==> config.mk <==
export PLATFORM = sky130hd
export DESIGN_NAME = spdpm_pin_mux
export DESIGN_NICKNAME = d
export VERILOG_FILES = /design/src/hdl/spdpm_pkg.sv /design/src/hdl/spdpm_in_route.sv /design/src/hdl/spdpm_pad.sv /design/src/hdl/spdpm_pin_mux.sv
export SDC_FILE = /design/constraint.sdc
export NUM_CORES = 1
export LEC_CHECK = 0
export BUFFER_PORTS_ARGS = -buffer_cell sky130_fd_sc_hd__buf_4
export CAP_MARGIN = 20
export CORE_AREA = 2 2 86 47
export CTS_CLUSTER_DIAMETER = 120
export CTS_CLUSTER_SIZE = 12
export DETAILED_ROUTE_END_ITERATION = 10
export DIE_AREA = 0 0 88 49
export GPL_ROUTABILITY_DRIVEN = 0
export PLACE_DENSITY_LB_ADDON = 0.15
export SLEW_MARGIN = 20
export SYNTH_ARGS = -nofsm -noshare
export SYNTH_HDL_FRONTEND = slang
export SYNTH_HIERARCHICAL = 1
export SYNTH_SLANG_ARGS = --single-unit
==> constraint.sdc <==
create_clock -name mclk -period 0.8 [get_ports mclk]
set_input_delay 0.04 -clock mclk [delete_from_list [all_inputs] [get_ports mclk]]
set_output_delay 0.04 -clock mclk [all_outputs]
set_load 0.01 [all_outputs]
==> src/hdl/spdpm_pkg.sv <==
// Package: constants and types for the decoder/SPI pin multiplexer
`default_nettype none
package spdpm_pkg;
  // Pin function selection codes
  typedef enum logic [1:0] {
    SPDPM_FN_PRIMARY = 2'h0,
    SPDPM_FN_TIMER   = 2'h1,
    SPDPM_FN_GPIO    = 2'h2,
    SPDPM_FN_RSVD    = 2'h3
  } spdpm_fn_t;

  // Pull-up register bit positions
  localparam int unsigned PC_BIT_INDEX = 6;
  localparam int unsigned PC_BIT_HOME  = 7;
  localparam int unsigned PE_BIT_SCLK  = 4;
  localparam int unsigned PE_BIT_MOSI  = 5;
  localparam int unsigned PE_BIT_MISO  = 6;
  localparam int unsigned PE_BIT_SS    = 7;

  // Reset values
  localparam logic [7:0] PULLUP_RST   = 8'hff;
  localparam logic [1:0] FN_RST       = 2'h0;
  localparam logic       GPIO_DIR_RST = 1'b0;
  localparam logic       GPIO_OUT_RST = 1'b0;
endpackage
`default_nettype wire

==> src/hdl/spdpm_in_route.sv <==
// Input routing: registered copy of one pin toward the peripheral it serves
`default_nettype none
module spdpm_in_route (
  input  wire logic mclk,
  input  wire logic rst_n,
  input  wire logic pin_in,
  input  wire logic sel,
  input  wire logic idle_val,
  output var  logic route_r
);
  logic route_nxt;

  // ===========================================================
  // Unselected consumers see their idle level, not pin noise
  always_comb begin
    route_nxt = sel ? pin_in : idle_val;
  end

  always_ff @(posedge mclk or negedge rst_n) begin
    if (!rst_n) begin
      route_r <= 1'b1;
    end else begin
      route_r <= route_nxt;
    end
  end
endmodule
`default_nettype wire

==> src/hdl/spdpm_pad.sv <==
// Single pad slice: registered output, enable and pull-up for one shared pin
`default_nettype none
module spdpm_pad (
  input  wire logic mclk,
  input  wire logic rst_n,
  input  wire logic drv_en,
  input  wire logic drv_val,
  input  wire logic pu_en,
  output var  logic pad_out_r,
  output var  logic pad_oe_r,
  output var  logic pad_pu_r
);
  // ===========================================================
  // Next-value logic
  logic out_nxt;
  logic oe_nxt;
  logic pu_nxt;

  always_comb begin
    out_nxt = drv_val;
    oe_nxt  = drv_en;
    pu_nxt  = pu_en;
  end

  // ===========================================================
  // Registers: reset leaves the pad as a pulled-up input
  always_ff @(posedge mclk or negedge rst_n) begin
    if (!rst_n) begin
      pad_out_r <= 1'b0;
      pad_oe_r  <= 1'b0;
      pad_pu_r  <= 1'b1;
    end else begin
      pad_out_r <= out_nxt;
      pad_oe_r  <= oe_nxt;
      pad_pu_r  <= pu_nxt;
    end
  end
endmodule
`default_nettype wire

==> src/hdl/spdpm_pin_mux.sv <==
// Pin multiplexer and pull-up control for decoder-0 and SPI-0 shared pins
`default_nettype none
// Functional notes
// RULE_01: After reset the index pin serves the decoder index input.
// RULE_02: Port C pull-up bit 6 clear disables the index pin pull-up.
// RULE_03: After reset the home pin serves the decoder home input.
// RULE_04: Port C pull-up bit 7 clear disables the home pin pull-up.
// RULE_05: After reset the clock pin serves the SPI clock.
// RULE_06: Port E pull-up bit 4 clear disables the SPI clock pull-up.
// RULE_07: SPI master drives the clock pin; slave takes it as input.
// RULE_08: After reset the master-out pin serves the SPI data function.
// RULE_09: Port E pull-up bit 5 clear disables the master-out pull-up.
// RULE_10: Master presents master-out data half a clock before slave sampling.
// RULE_11: Slave presents master-in data half a clock before master sampling.
// RULE_12: Unselected SPI slave floats its master-in output.
// RULE_13: After reset the master-in pin serves the SPI data function.
// RULE_14: Port E pull-up bit 6 clear disables the master-in pull-up.
// RULE_15: External master asserts low slave select to address a slave.
// RULE_16: Port E pull-up bit 7 clear disables the select pin pull-up.
// RULE_17: In GPIO function each pin direction is set by software.
// RULE_18: After reset the select pin serves the SPI select function.
// RULE_19: In reset master-out driver is off and all pins pulled up.
// RULE_20: Index and home pins may serve timer A channels two and three.
module spdpm_pin_mux (
  input  wire logic                 mclk,
  input  wire logic                 rst_n,
  // Function selects and pull-ups from software
  input  wire spdpm_pkg::spdpm_fn_t index_fn_sel,
  input  wire spdpm_pkg::spdpm_fn_t home_fn_sel,
  input  wire logic [3:0]           spi_gpio_sel,
  input  wire logic [7:0]           port_c_pullup_enable,
  input  wire logic [7:0]           port_e_pullup_enable,
  // GPIO direction and output values, port C bits 7:6, port E bits 7:4
  input  wire logic [7:0]           port_c_dir,
  input  wire logic [7:0]           port_c_dout,
  input  wire logic [7:0]           port_e_dir,
  input  wire logic [7:0]           port_e_dout,
  // Timer A channel two/three pin side
  input  wire logic                 timer_a_channel_two_out,
  input  wire logic                 timer_a_channel_two_oe,
  input  wire logic                 timer_a_channel_three_out,
  input  wire logic                 timer_a_channel_three_oe,
  // SPI core side
  input  wire logic                 spi_master,
  input  wire logic                 spi_clk_out,
  input  wire logic                 spi_mosi_out,
  input  wire logic                 spi_miso_out,
  // Pin inputs
  input  wire logic                 decoder_zero_index_in,
  input  wire logic                 decoder_zero_home_in,
  input  wire logic                 spi_primary_clock_pin_in,
  input  wire logic                 spi_primary_out_pin_in,
  input  wire logic                 spi_primary_in_pin_in,
  input  wire logic                 spi_primary_select_pin_in,
  // Pin outputs: value, enable, pull-up (bit0 index, 1 home, 2 clk, 3 mosi, 4 miso, 5 ss)
  output var  logic [5:0]           pin_out,
  output var  logic [5:0]           pin_oe,
  output var  logic [5:0]           pin_pu,
  // Routed inputs toward peripherals and GPIO readback
  output var  logic                 dec_index_r,
  output var  logic                 dec_home_r,
  output var  logic                 timer_a_channel_two_in_r,
  output var  logic                 timer_a_channel_three_in_r,
  output var  logic                 spi_clk_in_r,
  output var  logic                 spi_mosi_in_r,
  output var  logic                 spi_miso_in_r,
  output var  logic                 spi_select_n_r,
  output var  logic [7:0]           port_c_din_r,
  output var  logic [7:0]           port_e_din_r
);
  import spdpm_pkg::*;

  // ===========================================================
  // Per-pin drive decision
  logic [5:0] drv_en;
  logic [5:0] drv_val;
  logic [5:0] pu_en;
  logic       spi_sel_act;

  // Function selects come up primary through the caller's reset;
  // this block adds nothing that could override them.
  always_comb begin
    drv_en  = '0;
    drv_val = '0;
    // Index pin: decoder input, timer channel two, or GPIO [RULE_01] [RULE_20]
    unique case (index_fn_sel)
      SPDPM_FN_TIMER: begin
        drv_en[0]  = timer_a_channel_two_oe;
        drv_val[0] = timer_a_channel_two_out;
      end
      SPDPM_FN_GPIO: begin
        drv_en[0]  = port_c_dir[PC_BIT_INDEX]; // [RULE_17]
        drv_val[0] = port_c_dout[PC_BIT_INDEX];
      end
      default: begin
        drv_en[0]  = 1'b0;
        drv_val[0] = 1'b0;
      end
    endcase
    // Home pin: decoder input, timer channel three, or GPIO [RULE_03] [RULE_20]
    unique case (home_fn_sel)
      SPDPM_FN_TIMER: begin
        drv_en[1]  = timer_a_channel_three_oe;
        drv_val[1] = timer_a_channel_three_out;
      end
      SPDPM_FN_GPIO: begin
        drv_en[1]  = port_c_dir[PC_BIT_HOME]; // [RULE_17]
        drv_val[1] = port_c_dout[PC_BIT_HOME];
      end
      default: begin
        drv_en[1]  = 1'b0;
        drv_val[1] = 1'b0;
      end
    endcase
    // Clock pin: master drives, slave listens [RULE_05] [RULE_07]
    if (spi_gpio_sel[0]) begin
      drv_en[2]  = port_e_dir[PE_BIT_SCLK]; // [RULE_17]
      drv_val[2] = port_e_dout[PE_BIT_SCLK];
    end else begin
      drv_en[2]  = spi_master; // [RULE_07]
      drv_val[2] = spi_clk_out;
    end
    // Master-out pin: in SPI use driven only by a master; core times data [RULE_08] [RULE_10]
    if (spi_gpio_sel[1]) begin
      drv_en[3]  = port_e_dir[PE_BIT_MOSI]; // [RULE_17]
      drv_val[3] = port_e_dout[PE_BIT_MOSI];
    end else begin
      drv_en[3]  = spi_master; // [RULE_10]
      drv_val[3] = spi_mosi_out;
    end
    // Master-in pin: in SPI use selected slave drives, else floats [RULE_13] [RULE_11] [RULE_12]
    if (spi_gpio_sel[2]) begin
      drv_en[4]  = port_e_dir[PE_BIT_MISO]; // [RULE_17]
      drv_val[4] = port_e_dout[PE_BIT_MISO];
    end else begin
      drv_en[4]  = !spi_master && spi_sel_act; // [RULE_12]
      drv_val[4] = spi_miso_out; // [RULE_11]
    end
    // Select pin: input only in SPI use [RULE_18]
    if (spi_gpio_sel[3]) begin
      drv_en[5]  = port_e_dir[PE_BIT_SS]; // [RULE_17]
      drv_val[5] = port_e_dout[PE_BIT_SS];
    end else begin
      drv_en[5]  = 1'b0;
      drv_val[5] = 1'b0;
    end
  end

  // ===========================================================
  // Pull-up enables straight from the port pull-up registers
  always_comb begin
    pu_en[0] = port_c_pullup_enable[PC_BIT_INDEX]; // [RULE_02]
    pu_en[1] = port_c_pullup_enable[PC_BIT_HOME];  // [RULE_04]
    pu_en[2] = port_e_pullup_enable[PE_BIT_SCLK];  // [RULE_06]
    pu_en[3] = port_e_pullup_enable[PE_BIT_MOSI];  // [RULE_09]
    pu_en[4] = port_e_pullup_enable[PE_BIT_MISO];  // [RULE_14]
    pu_en[5] = port_e_pullup_enable[PE_BIT_SS];    // [RULE_16]
  end

  // Live select, active low, uses the raw pin so the enable is not late
  assign spi_sel_act = !spi_primary_select_pin_in && !spi_gpio_sel[3]; // [RULE_15]

  // ===========================================================
  // Pad slices; reset forces output off and pull-up on [RULE_19]
  genvar gi;

  // Index pin pad
  spdpm_pad u_pad_index (
    .mclk      (mclk),
    .rst_n     (rst_n),
    .drv_en    (drv_en[0]),
    .drv_val   (drv_val[0]),
    .pu_en     (pu_en[0]),
    .pad_out_r (pin_out[0]),
    .pad_oe_r  (pin_oe[0]),
    .pad_pu_r  (pin_pu[0])
  );

  // Home pin pad
  spdpm_pad u_pad_home (
    .mclk      (mclk),
    .rst_n     (rst_n),
    .drv_en    (drv_en[1]),
    .drv_val   (drv_val[1]),
    .pu_en     (pu_en[1]),
    .pad_out_r (pin_out[1]),
    .pad_oe_r  (pin_oe[1]),
    .pad_pu_r  (pin_pu[1])
  );

  // Serial clock pin pad
  spdpm_pad u_pad_clock (
    .mclk      (mclk),
    .rst_n     (rst_n),
    .drv_en    (drv_en[2]),
    .drv_val   (drv_val[2]),
    .pu_en     (pu_en[2]),
    .pad_out_r (pin_out[2]),
    .pad_oe_r  (pin_oe[2]),
    .pad_pu_r  (pin_pu[2])
  );

  // Master-out pin pad; stays a pulled-up input while in reset [RULE_19]
  spdpm_pad u_pad_mosi (
    .mclk      (mclk),
    .rst_n     (rst_n),
    .drv_en    (drv_en[3]),
    .drv_val   (drv_val[3]),
    .pu_en     (pu_en[3]),
    .pad_out_r (pin_out[3]),
    .pad_oe_r  (pin_oe[3]),
    .pad_pu_r  (pin_pu[3])
  );

  // Master-in pin pad
  spdpm_pad u_pad_miso (
    .mclk      (mclk),
    .rst_n     (rst_n),
    .drv_en    (drv_en[4]),
    .drv_val   (drv_val[4]),
    .pu_en     (pu_en[4]),
    .pad_out_r (pin_out[4]),
    .pad_oe_r  (pin_oe[4]),
    .pad_pu_r  (pin_pu[4])
  );

  // Slave select pin pad
  spdpm_pad u_pad_select (
    .mclk      (mclk),
    .rst_n     (rst_n),
    .drv_en    (drv_en[5]),
    .drv_val   (drv_val[5]),
    .pu_en     (pu_en[5]),
    .pad_out_r (pin_out[5]),
    .pad_oe_r  (pin_oe[5]),
    .pad_pu_r  (pin_pu[5])
  );

  // ===========================================================
  // Input routing; unselected consumers see the idle-high level
  logic [7:0] rin;
  logic [7:0] rsel;
  logic [7:0] rout;

  always_comb begin
    rin  = {spi_primary_select_pin_in, spi_primary_in_pin_in, spi_primary_out_pin_in,
            spi_primary_clock_pin_in, decoder_zero_home_in, decoder_zero_index_in,
            decoder_zero_home_in, decoder_zero_index_in};
    rsel = {!spi_gpio_sel[3], !spi_gpio_sel[2] && spi_master,
            !spi_gpio_sel[1] && !spi_master, !spi_gpio_sel[0] && !spi_master,
            home_fn_sel == SPDPM_FN_TIMER, index_fn_sel == SPDPM_FN_TIMER,
            home_fn_sel == SPDPM_FN_PRIMARY, index_fn_sel == SPDPM_FN_PRIMARY};
  end

  generate
    for (gi = 0; gi < 8; gi++) begin : g_route
      spdpm_in_route u_route (
        .mclk     (mclk),
        .rst_n    (rst_n),
        .pin_in   (rin[gi]),
        .sel      (rsel[gi]),
        .idle_val (1'b1),
        .route_r  (rout[gi])
      );
    end
  endgenerate

  always_comb begin
    dec_index_r                = rout[0];
    dec_home_r                 = rout[1];
    timer_a_channel_two_in_r   = rout[2];
    timer_a_channel_three_in_r = rout[3];
    spi_clk_in_r               = rout[4];
    spi_mosi_in_r              = rout[5];
    spi_miso_in_r              = rout[6];
    spi_select_n_r             = rout[7];
  end

  // ===========================================================
  // GPIO readback of the pin levels in all functions
  logic [7:0] pc_din_nxt;
  logic [7:0] pe_din_nxt;

  always_comb begin
    pc_din_nxt               = 8'h00;
    pe_din_nxt               = 8'h00;
    // Port C lines six and seven carry index and home
    pc_din_nxt[PC_BIT_INDEX] = decoder_zero_index_in;
    pc_din_nxt[PC_BIT_HOME]  = decoder_zero_home_in;
    // Port E lines four to seven carry the SPI pins
    pe_din_nxt[PE_BIT_SCLK]  = spi_primary_clock_pin_in;
    pe_din_nxt[PE_BIT_MOSI]  = spi_primary_out_pin_in;
    pe_din_nxt[PE_BIT_MISO]  = spi_primary_in_pin_in;
    pe_din_nxt[PE_BIT_SS]    = spi_primary_select_pin_in;
  end

  always_ff @(posedge mclk or negedge rst_n) begin
    if (!rst_n) begin
      port_c_din_r <= 8'h00;
      port_e_din_r <= 8'h00;
    end else begin
      port_c_din_r <= pc_din_nxt;
      port_e_din_r <= pe_din_nxt;
    end
  end
endmodule
`default_nettype wire

Word-level counts from Yosys, hierarchy flattened
Index checks and enable logic that the tools add are counted.
{ "classes": {"n_reduce_logical": 13, "eq_ne": 4, "mux": 20} }
{ "op_table": {"columns": ["cell", "n"], "rows": [
  ["1-bit 2-to-1 mux", 16],
  ["1-bit case mux with 2 select lines", 4],
  ["1-bit zero test", 6],
  ["1-bit logical AND", 5],
  ["2-bit by 1-bit == test with 1-bit output (second input constant)", 2],
  ["2-bit == test (second input constant)", 2],
  ["2-bit zero test", 2]
]} }
{ "totals": {"out_inout_bits": 42, "in_bits": 72, "regBits": 32} }

Logic depth before layout (Yosys ltp)
Gate-level depths: netlist (run 1).
{ "logic_depth": {"word_depth": 4, "ltp_mapped": 4, "depth_no_buf": 4} }

Modules after synthesis
The synthesis (run 1) kept the hierarchy.
{ "by_module_without_submodules": {"columns": ["module", "instances", "area_per_inst_um2", "cells_each"], "rows": [
  ["spdpm_pin_mux", 1, 484.2, 49],
  ["spdpm_pad", 6, 76.3, 3],
  ["spdpm_in_route", 8, 41.3, 2]
]} }

Worst setup path before layout (run 1)
OpenSTA, ideal clock, no wires.
{ "synth_path": {"path_kind": "input to register", "from": "in home_fn_sel[1]", "to": "reg g_route[3].u_route.route_r", "cell_stages": 3, "t_arrival_ns": 0.577, "slack_ns": 0.141, "setup_ns": 0.082, "path_cell_list": "inv_1 -> ha_1 -> mux2_4"} }
{ "synth_between": {"elab_chain_len": 2} }
{ "synth_lines": {"columns": ["element", "line", "source"], "rows": [
  ["from (decl)", "spdpm_pin_mux.sv:29", "input wire spdpm_pkg::spdpm_fn_t home_fn_sel,"],
  ["2-bit by 1-bit == test with 1-bit output", "spdpm_pin_mux.sv:251", "home_fn_sel == SPDPM_FN_TIMER, index_fn_sel == SPDPM_FN_TIMER,"],
  ["via rsel[3]", "spdpm_pin_mux.sv:242", "logic [7:0] rsel;"],
  ["1-bit 2-to-1 mux", "spdpm_in_route.sv:16", "route_nxt = sel ? pin_in : idle_val;"],
  ["via g_route[3].u_route.route_nxt", "spdpm_in_route.sv:11", "logic route_nxt;"],
  ["to (signal assigned)", "spdpm_in_route.sv:23", "route_r <= route_nxt;"],
  ["to (decl)", "spdpm_in_route.sv:9", "output var logic route_r"]
]} }
The timed path passes the listed nets, and every way through them passes these cells.

Final worst setup path (run 1)
{ "layout_path": {"from": "reg g_route[7].u_route.route_r", "to": "out spi_select_n_r"} }
{ "layout_rtl": {"columns": ["element", "line", "source"], "rows": [
  ["from (decl)", "spdpm_in_route.sv:9", null],
  ["from (signal assigned)", "spdpm_in_route.sv:23", null],
  ["to (decl)", "spdpm_pin_mux.sv:67", "output var logic spi_select_n_r,"]
]} }
No word-level cell between the ends.

==> results of run 1 <==
stage by stage:
stage                     worst slack [ns]  total power [uW]  utilization  std cells
after floorplan                      0.141              2060            -         99
after global placement             -0.0189              2390        0.517        216
after detailed placement           -0.0407              2410        0.517        216
after CTS                           -0.158              3840        0.623        241
after global routing                -0.188              3990        0.624        240
final                               -0.157              3780        0.624        240
power by group through the flow:
stage               clock network (uW)  registers, uW  logic (uW)
finish                            1250           1800         726
global route                      1400           1810         785
CTS                               1310           1800         728
detailed placement                   0           1810         600
global placement                     0           1810         583
floorplan                            0           1870         190
cell usage in the layout, fill, tap and decap left out, drive strengths merged:
master | netlist | layout
dfstp | 14 | 14
ha | 6 | 6
inv | 5 | 5
and2 | 2 | 2
clkbuf | 0 | 6
clkinv | 0 | 2
nor2b | 5 | 5
nand2 | 1 | 1
dlygate4sd3 | 0 | 17
o41ai | 1 | 1
a22oi | 4 | 4
nor2 | 2 | 2
dfrtp | 18 | 18
buf | 10 | 72
conb | 2 | 18
mux2 | 13 | 13
layer usage:
metal | GRT usage | vias up | wire [um]
met4 | 0.0538 | 0 | 42
met3 | 0.0660 | 8 | 280
li1 | - | 445 | -
met1 | 0.157 | 435 | 1040
met2 | 0.232 | 48 | 1440
met5 | 0 | - | 0
timing repair:
item                                    CTS  global route
cloned                                    0             0
pin swaps                                 0             1
hold buffers                             17             1
endpoints found under the setup margin   32            33
resized for setup                        32             2
hold endpoints to repair                 40             5
worst max-delay path by stage:
| stage | to | slack [ns] |
|---|---|---|
| 5_1_grt | spi_select_n_r | -0.19 |
| 2_1_floorplan | g_route[3].u_route/route_r | 0.14 |
| 6_report | spi_select_n_r | -0.16 |
| 4_1_cts | spi_select_n_r | -0.16 |
| 3_3_place_gp | g_route[3].u_route/route_r | -0.02 |
| 3_5_place_dp | g_route[2].u_route/route_r | -0.04 |
cells by family (layout without fill, tap and decap cells):
| group | count (synthesis) | count (layout) | share of synthesized area |
|---|---|---|---|
| AO/OA/AOI/OAI | 5 | 5 | 0.0364 |
| multiplexers | 13 | 13 | 0.139 |
| adder cells (fa/ha/maj) | 6 | 6 | 0.0590 |
| other | 2 | 18 | 0.00590 |
| AND/OR/NAND/NOR | 10 | 10 | 0.0433 |
| buffers and inverters | 15 | 102 | 0.0737 |
| flip-flops | 32 | 32 | 0.643 |
final cells by class:
class,instances,area [um2]
clock buffers,6,82.6
repair buffers,89,831
clock inverters,2,10.0
multi-input cells,52,434
flip-flops and latches,32,818
well taps,54,67.6
fillers,283,1360
inverters,5,18.8
==> flow_metrics.tcl, run 1 <==
set metrics [dict create \
    core_um2 3620 \
    syn2layout_area_growth_pct 77.8 \
    crit_path_start "g_route[7].u_route/route_r" \
    wirelength_um 2810 \
    worst_setup_path_end_kind "primary output" \
    yosys.area.top_type "dfrtp_1" \
    placed_cell_area_um2 1870 \
    fmax_mhz 1050 \
    track_usage 0.140 \
    yosysTopAreaCellShare 0.354 \
    status "finished with violations" \
    fin_ws_ns -0.157 \
    p_int_uw 2900 \
    antenna_left 0 \
    die_area_um2 4310 \
    tns_ns -2.11 \
    max_flop_register "g_route.u_route/route_r" \
    drive_above_1_share 0.559 \
    p_leak_uw 0.00113 \
    synthesis.area_um2 1270 \
    crit_chain "buf_6" \
    syn_avg_cell_area_um2 15.3 \
    grt_pass1_vias 958 \
    grt_max_degree 33 \
    ys_top_cells_by_area "dfrtp_1 35%, dfstp_2 29%, mux2_4 9.4%" \
    yosysMostFrequentCell "dfrtp_1" \
    max_stage_delay_ns 0.54 \
    synth-edff-count 0 \
    p_switching_uw 877 \
    cts_sinks 32 \
    clk_pin_slew_ns 0.06 \
    synthDistinctLibCells 14 \
    synthFlopType "dfrtp_1" \
    wire_per_inst_um 11.7 \
    ys.warnings.count 6 \
    cts_buffer_depth 2 \
    viasPerCell 3.90 \
    rsz0062_at_grt "yes" \
    slew_violations 0 \
    seq_power_share 0.478 \
    hold_depth 2 \
    finalNetCount 263 \
    post-dp-hpwl_um 2050 \
    min_period_over_period 1.20 \
    violations "hold timing, setup timing" \
    slowest_stage "dfstp_2" \
    vias 936 \
    post-route-min-period_ns 0.957 \
    ioPinCount 114 \
    ctsHtreeMaxLevel 2 \
    whs_ns -0.0223 \
    ys_ff_latch 32 \
    die_h_um 49 \
    start_util 0.351 \
    clkPwrFrac 0.330 \
    hold_path.class "in2reg" \
    comb_power_share 0.192 \
    netlist_instances 83 \
    largest_reg_flops 8 \
    switching_share 0.232 \
    finalHoldViolCount 5 \
    power_density_nw_per_um2 1670 \
    rows 16 \
    worstPathArrival_ns 0.92 \
    cp_max_fo 1 \
    die_w_um 88 \
    root_buffer "clkbuf_8" \
    required_ns 0.76 \
    seq_area_frac_synth 0.643 \
    ir_worst_vdd_mv 0.912 \
    drt_iter0_drc 10 \
    critical_path_class "reg2out" \
    post-cts-setup-buffer-count 0 \
    drt_pass1_iterations 4 \
    critPathTopFamily "flip-flops" \
    synth_common_cells "18 x dfrtp_1, 14 x dfstp_2, 10 x buf_4" \
    cts_inserted_buffers 5 \
    drc 0 \
    synth_async_sr_flop_share 1.00 \
    drv_cap 0 \
    grt_pass1_wl_um 4360 \
    antenna_found_initial 0 \
    critical_path_buf_inv_count 1 \
    grt_remaining_overflow 0 \
    io_buffers 73 \
    setup-violations-final 32 \
    fin_area_um2 2260 \
    cts_tree "done" \
    min_to "u_pad_clock/pad_out_r" \
    cp-start-kind "flop" \
    antennaDiodeCount 0 \
    hold_start "spi_clk_out" \
    crit_cells 1 \
    top_regs "g_route.u_route/route_r x8, port_e_din_r x4, port_c_din_r x2" \
]
Note: power is estimated with default switching activity, not from simulation.
==> run 2: changes to the inputs <==
clock period = 1.1 ns   (was 0.8 ns; I/O delays follow)
==> run 2 against run 1 <==
  * Critical path depth is 3 higher
  * Worst hold slack better by 0.030 ns
  * Sequential share of layout area is 0.76 points higher
  * Die area stayed put
  * The flow now finishes without violations
==> flow_metrics.tcl, run 2 (synthesized netlist as in run 1, its figures left out) <==
set metrics [dict create \
    switching_share 0.235 \
    mostFrequentLayoutCells "73 x buf_4, 25 x dlygate4sd3_1, 18 x conb_1, 18 x dfrtp_1, 14 x dfstp_2" \
    post-cts-setup-buffer-count 0 \
    post-dp-hpwl_um 2050 \
    nFillCells 296 \
    tns_ns 0 \
    power_density_nw_per_um2 1230 \
    cts_inserted_buffers 5 \
    drt_iter0_drc 10 \
    critical_path_buf_inv_count 2 \
    cts_sinks 32 \
    ctsHtreeMaxLevel 2 \
    core_um2 3620 \
    crit_chain "dlygate4sd3_1 -> buf_4 -> nor2b_1 -> mux2_4" \
    comb_power_share 0.185 \
    die_w_um 88 \
    largest_reg_flops 8 \
    rsz0062_at_grt "no" \
    hold_depth 2 \
    die_area_um2 4310 \
    grt_pass1_vias 1003 \
    placed_cell_area_um2 1870 \
    cp_max_fo 4 \
    io_buffers 73 \
    cp-start-kind "primary input" \
    fin_ws_ns 0.0926 \
    max_stage_delay_ns 0.54 \
    p_switching_uw 638 \
    finalHoldViolCount 0 \
    wirelength_um 2920 \
    final_common_cell "buf_4" \
    post-route-min-period_ns 1.01 \
    worst_setup_path_end_kind "flop" \
    grt_pass1_wl_um 4490 \
    drive_above_1_share 0.533 \
    power_uw 2720 \
    cts_tree "done" \
    max_flop_register "g_route.u_route/route_r" \
    drc 0 \
    seq_power_share 0.477 \
    post-place-ws_ns 0.244 \
    critPathTopFamily "buffers and inverters" \
    clkPwrFrac 0.338 \
    p_int_uw 2080 \
    drv_cap 0 \
    slew_violations 0 \
    viasPerCell 3.86 \
    cts_buffer_depth 2 \
    required_ns 1.31 \
    drt_pass1_iterations 4 \
    wire_per_inst_um 11.7 \
    p_leak_uw 0.00112 \
    syn2layout_area_growth_pct 74.1 \
    grt_remaining_overflow 0 \
    die_h_um 49 \
    min_to "u_pad_miso/pad_out_r" \
    min_period_over_period 0.916 \
    critical_path_class "in2reg" \
    clk_pin_slew_ns 0.07 \
    worstPathArrival_ns 1.22 \
    rows 16 \
    hold_start "port_e_dout[6]" \
    top_regs "g_route.u_route/route_r x8, port_e_din_r x4, port_c_din_r x2" \
    vias 962 \
    antenna_found_initial 0 \
    finalNetCount 272 \
    setup-violations-final 0 \
    ir_worst_vdd_mv 0.641 \
    fin_area_um2 2220 \
    antenna_left 0 \
    antennaDiodeCount 0 \
    slowest_stage "dlygate4sd3_1" \
    start_util 0.351 \
    root_buffer "clkbuf_8" \
    fmax_mhz 993 \
    ioPinCount 114 \
    status "completed" \
    track_usage 0.144 \
    hold_path.class "in2reg" \
    grt_max_degree 33 \
]
-- run 2: metrics by stage --
step / util / std cells / hold WS [ns]
after global routing: 0.612 / 249 / 0.0102
after CTS: 0.612 / 249 / 0.00297
after global placement: 0.517 / 216 / 0.00639
final: 0.612 / 249 / 0.00762
after floorplan: - / 99 / -0.241
after detailed placement: 0.517 / 216 / 0.0176
-- run 2: final cells by class --
type                       instances  area [um2]  share of cell area
clock inverter                     2        10.0             0.00452
timing repair buffer              98         798               0.360
sequential                        32         818               0.369
inverter                           5        18.8             0.00847
multi-input combinational         52         420               0.190
tap                               54        67.6              0.0305
clock buffer                       6        82.6              0.0373
-- run 2: metal layers --
metal / up-vias / GRT usage / routed length [um]
met5: - / 0 / 0
met4: 0 / 0.0538 / 42
met3: 7 / 0.0643 / 248
li1: 462 / - / -
met2: 48 / 0.245 / 1470
met1: 445 / 0.159 / 1160
-- run 2: worst max-delay path by stage --
stage                               start                          to  slack [ns]  cells after the start
final                     spi_gpio_sel[2]  g_route[6].u_route/route_r        0.09                      4
after global routing      spi_gpio_sel[2]  g_route[6].u_route/route_r        0.06                      4
after detailed placement  index_fn_sel[1]  g_route[2].u_route/route_r        0.24                      4
after floorplan            home_fn_sel[1]  g_route[3].u_route/route_r        0.43                      3
after global placement     home_fn_sel[1]  g_route[3].u_route/route_r        0.27                      4
after CTS                 spi_gpio_sel[2]  g_route[6].u_route/route_r        0.09                      4
-- run 2: timing repair --
| action | 4_1_cts | 5_1_grt |
|---|---|---|
| endpoints found under the hold margin | 38 | 0 |
| resized for setup | 0 | 0 |
| hold buffers | 25 | 0 |
| endpoints found under the setup margin | 0 | 0 |
-- run 2: power by group through the flow --
| stage | sequential, uW | combinational (uW) | clock [uW] |
|---|---|---|---|
| after floorplan | 1360 | 139 | 0 |
| after global placement | 1310 | 424 | 0 |
| after detailed placement | 1320 | 436 | 0 |
| after CTS | 1300 | 508 | 953 |
| after global routing | 1300 | 545 | 1010 |
| final | 1300 | 503 | 919 |
==> run 3: changes to the inputs <==
ABC_CLOCK_PERIOD_IN_PS = 1100   (was not set)
HOLD_SLACK_MARGIN = 0.03   (was not set)
==> run 3 against run 2 <==
  * Sequential power is essentially flat
  * Largest cell class is now non-clock buffers
  * Critical path depth unchanged
  * Setup slack got worse by 0.010 ns
  * Sequential cell count unchanged
  * Critical endpoint unchanged
  * Die area did not move
==> flow_metrics.tcl, run 3 (synthesized netlist as in run 1, its figures left out) <==
set metrics [dict create \
    core_um2 3620 \
    wire_per_inst_um 11.8 \
    grt_pass1_wl_um 4600 \
    die_h_um 49 \
    mostFrequentLayoutCells "73 x buf_4, 28 x dlygate4sd3_1, 18 x conb_1, 18 x dfrtp_1, 14 x dfstp_2" \
    finalHoldViolCount 0 \
    required_ns 1.31 \
    antennaDiodeCount 0 \
    rows 16 \
    top_regs "g_route.u_route/route_r x8, port_e_din_r x4, port_c_din_r x2" \
    hold_path.class "in2reg" \
    antenna_found_initial 0 \
    antenna_left 0 \
    ir_worst_vdd_mv 0.626 \
    drv_cap 0 \
    die_w_um 88 \
    grt_max_degree 33 \
    ioPinCount 114 \
    syn2layout_area_growth_pct 76.5 \
    start_util 0.351 \
    cts_hold_buffers 28 \
    fmax_mhz 983 \
    worstPathArrival_ns 1.23 \
    placed_cell_area_um2 1870 \
    tns_ns 0 \
    cts_sinks 32 \
    clk_pin_slew_ns 0.07 \
    cp_max_fo 4 \
    grt_remaining_overflow 0 \
    worst_setup_path_end_kind "flop" \
    finalNetCount 275 \
    cts_inserted_buffers 5 \
    final_common_cell "buf_4" \
    rsz0062_at_grt "no" \
    vias 969 \
    drt_iter0_drc 10 \
    drive_above_1_share 0.525 \
    slew_violations 0 \
    cts_buffer_depth 2 \
    io_buffers 73 \
    power_uw 2730 \
    whs_ns 0.0408 \
    wirelength_um 2980 \
    ctsHtreeMaxLevel 2 \
    drc 0 \
    largest_reg_flops 8 \
    post-dp-hpwl_um 2050 \
    max_flop_register "g_route.u_route/route_r" \
    power_density_nw_per_um2 1210 \
    post-route-min-period_ns 1.02 \
    drt_pass1_iterations 4 \
    p_leak_uw 0.00114 \
    post-cts-setup-buffer-count 0 \
    die_area_um2 4310 \
    track_usage 0.148 \
    grt_pass1_vias 1010 \
    cts_resized 0 \
    min_period_over_period 0.925 \
    critical_path_class "in2reg" \
    fin_ws_ns 0.0824 \
    setup-violations-final 0 \
    cp-start-kind "primary input" \
    root_buffer "clkbuf_8" \
    cts_tree "done" \
    fin_area_um2 2250 \
    status "completed" \
    viasPerCell 3.85 \
    post-place-ws_ns 0.244 \
    nFillCells 286 \
]
## run 3: cell count changes in the layout (fill, tap and decap cells not counted)
cell           delta
dlygate4sd3_1     +3
## run 3: critical path: stages
cell and delay, ns:
dlygate4sd3_1 0.54, buf_4 0.16, nor2b_1 0.16, mux2_4 0.31
## run 3: path summary, 6_finish.rpt
path	cells after the start	end	slack, ns	startpoint
setup / recovery	4	g_route[6].u_route/route_r	0.08	spi_gpio_sel[2]
hold / removal	2	u_pad_mosi/pad_oe_r	0.04	spi_gpio_sel[1]
max in group asynchronous	2	g_route[2].u_route/route_r	0.54	rst_n
min in group asynchronous	2	port_e_din_r[6]	0.23	rst_n
## run 3: final cells by class
cell class                 count  area [um2]  share of cell area
timing repair buffer         101         828               0.369
clock inverter                 2        10.0             0.00446
sequential                    32         818               0.364
multi-input combinational     52         420               0.187
tap                           54        67.6              0.0301
inverter                       5        18.8             0.00836
clock buffer                   6        82.6              0.0368
## run 3: metal layers
layer / global-route usage / vias up / part of all wire
li1: - / 468 / -
met1: 0.165 / 445 / 0.39
met2: 0.251 / 48 / 0.51
met3: 0.0643 / 8 / 0.083
met4: 0.0538 / 0 / 0.014
met5: 0 / - / 0
## run 3: per-stage QoR
step           cells  utilization
4_1_cts          252        0.620
2_1_floorplan     99            -
3_5_place_dp     216        0.517
3_3_place_gp     216        0.517
5_1_grt          252        0.620
6_report         252        0.620
## run 3: where the power goes
part / internal [uW] / switching [uW] / total (uW)
Combinational: 314 / 198 / 512
Clock: 498 / 418 / 917
Sequential: 1280 / 21.1 / 1300
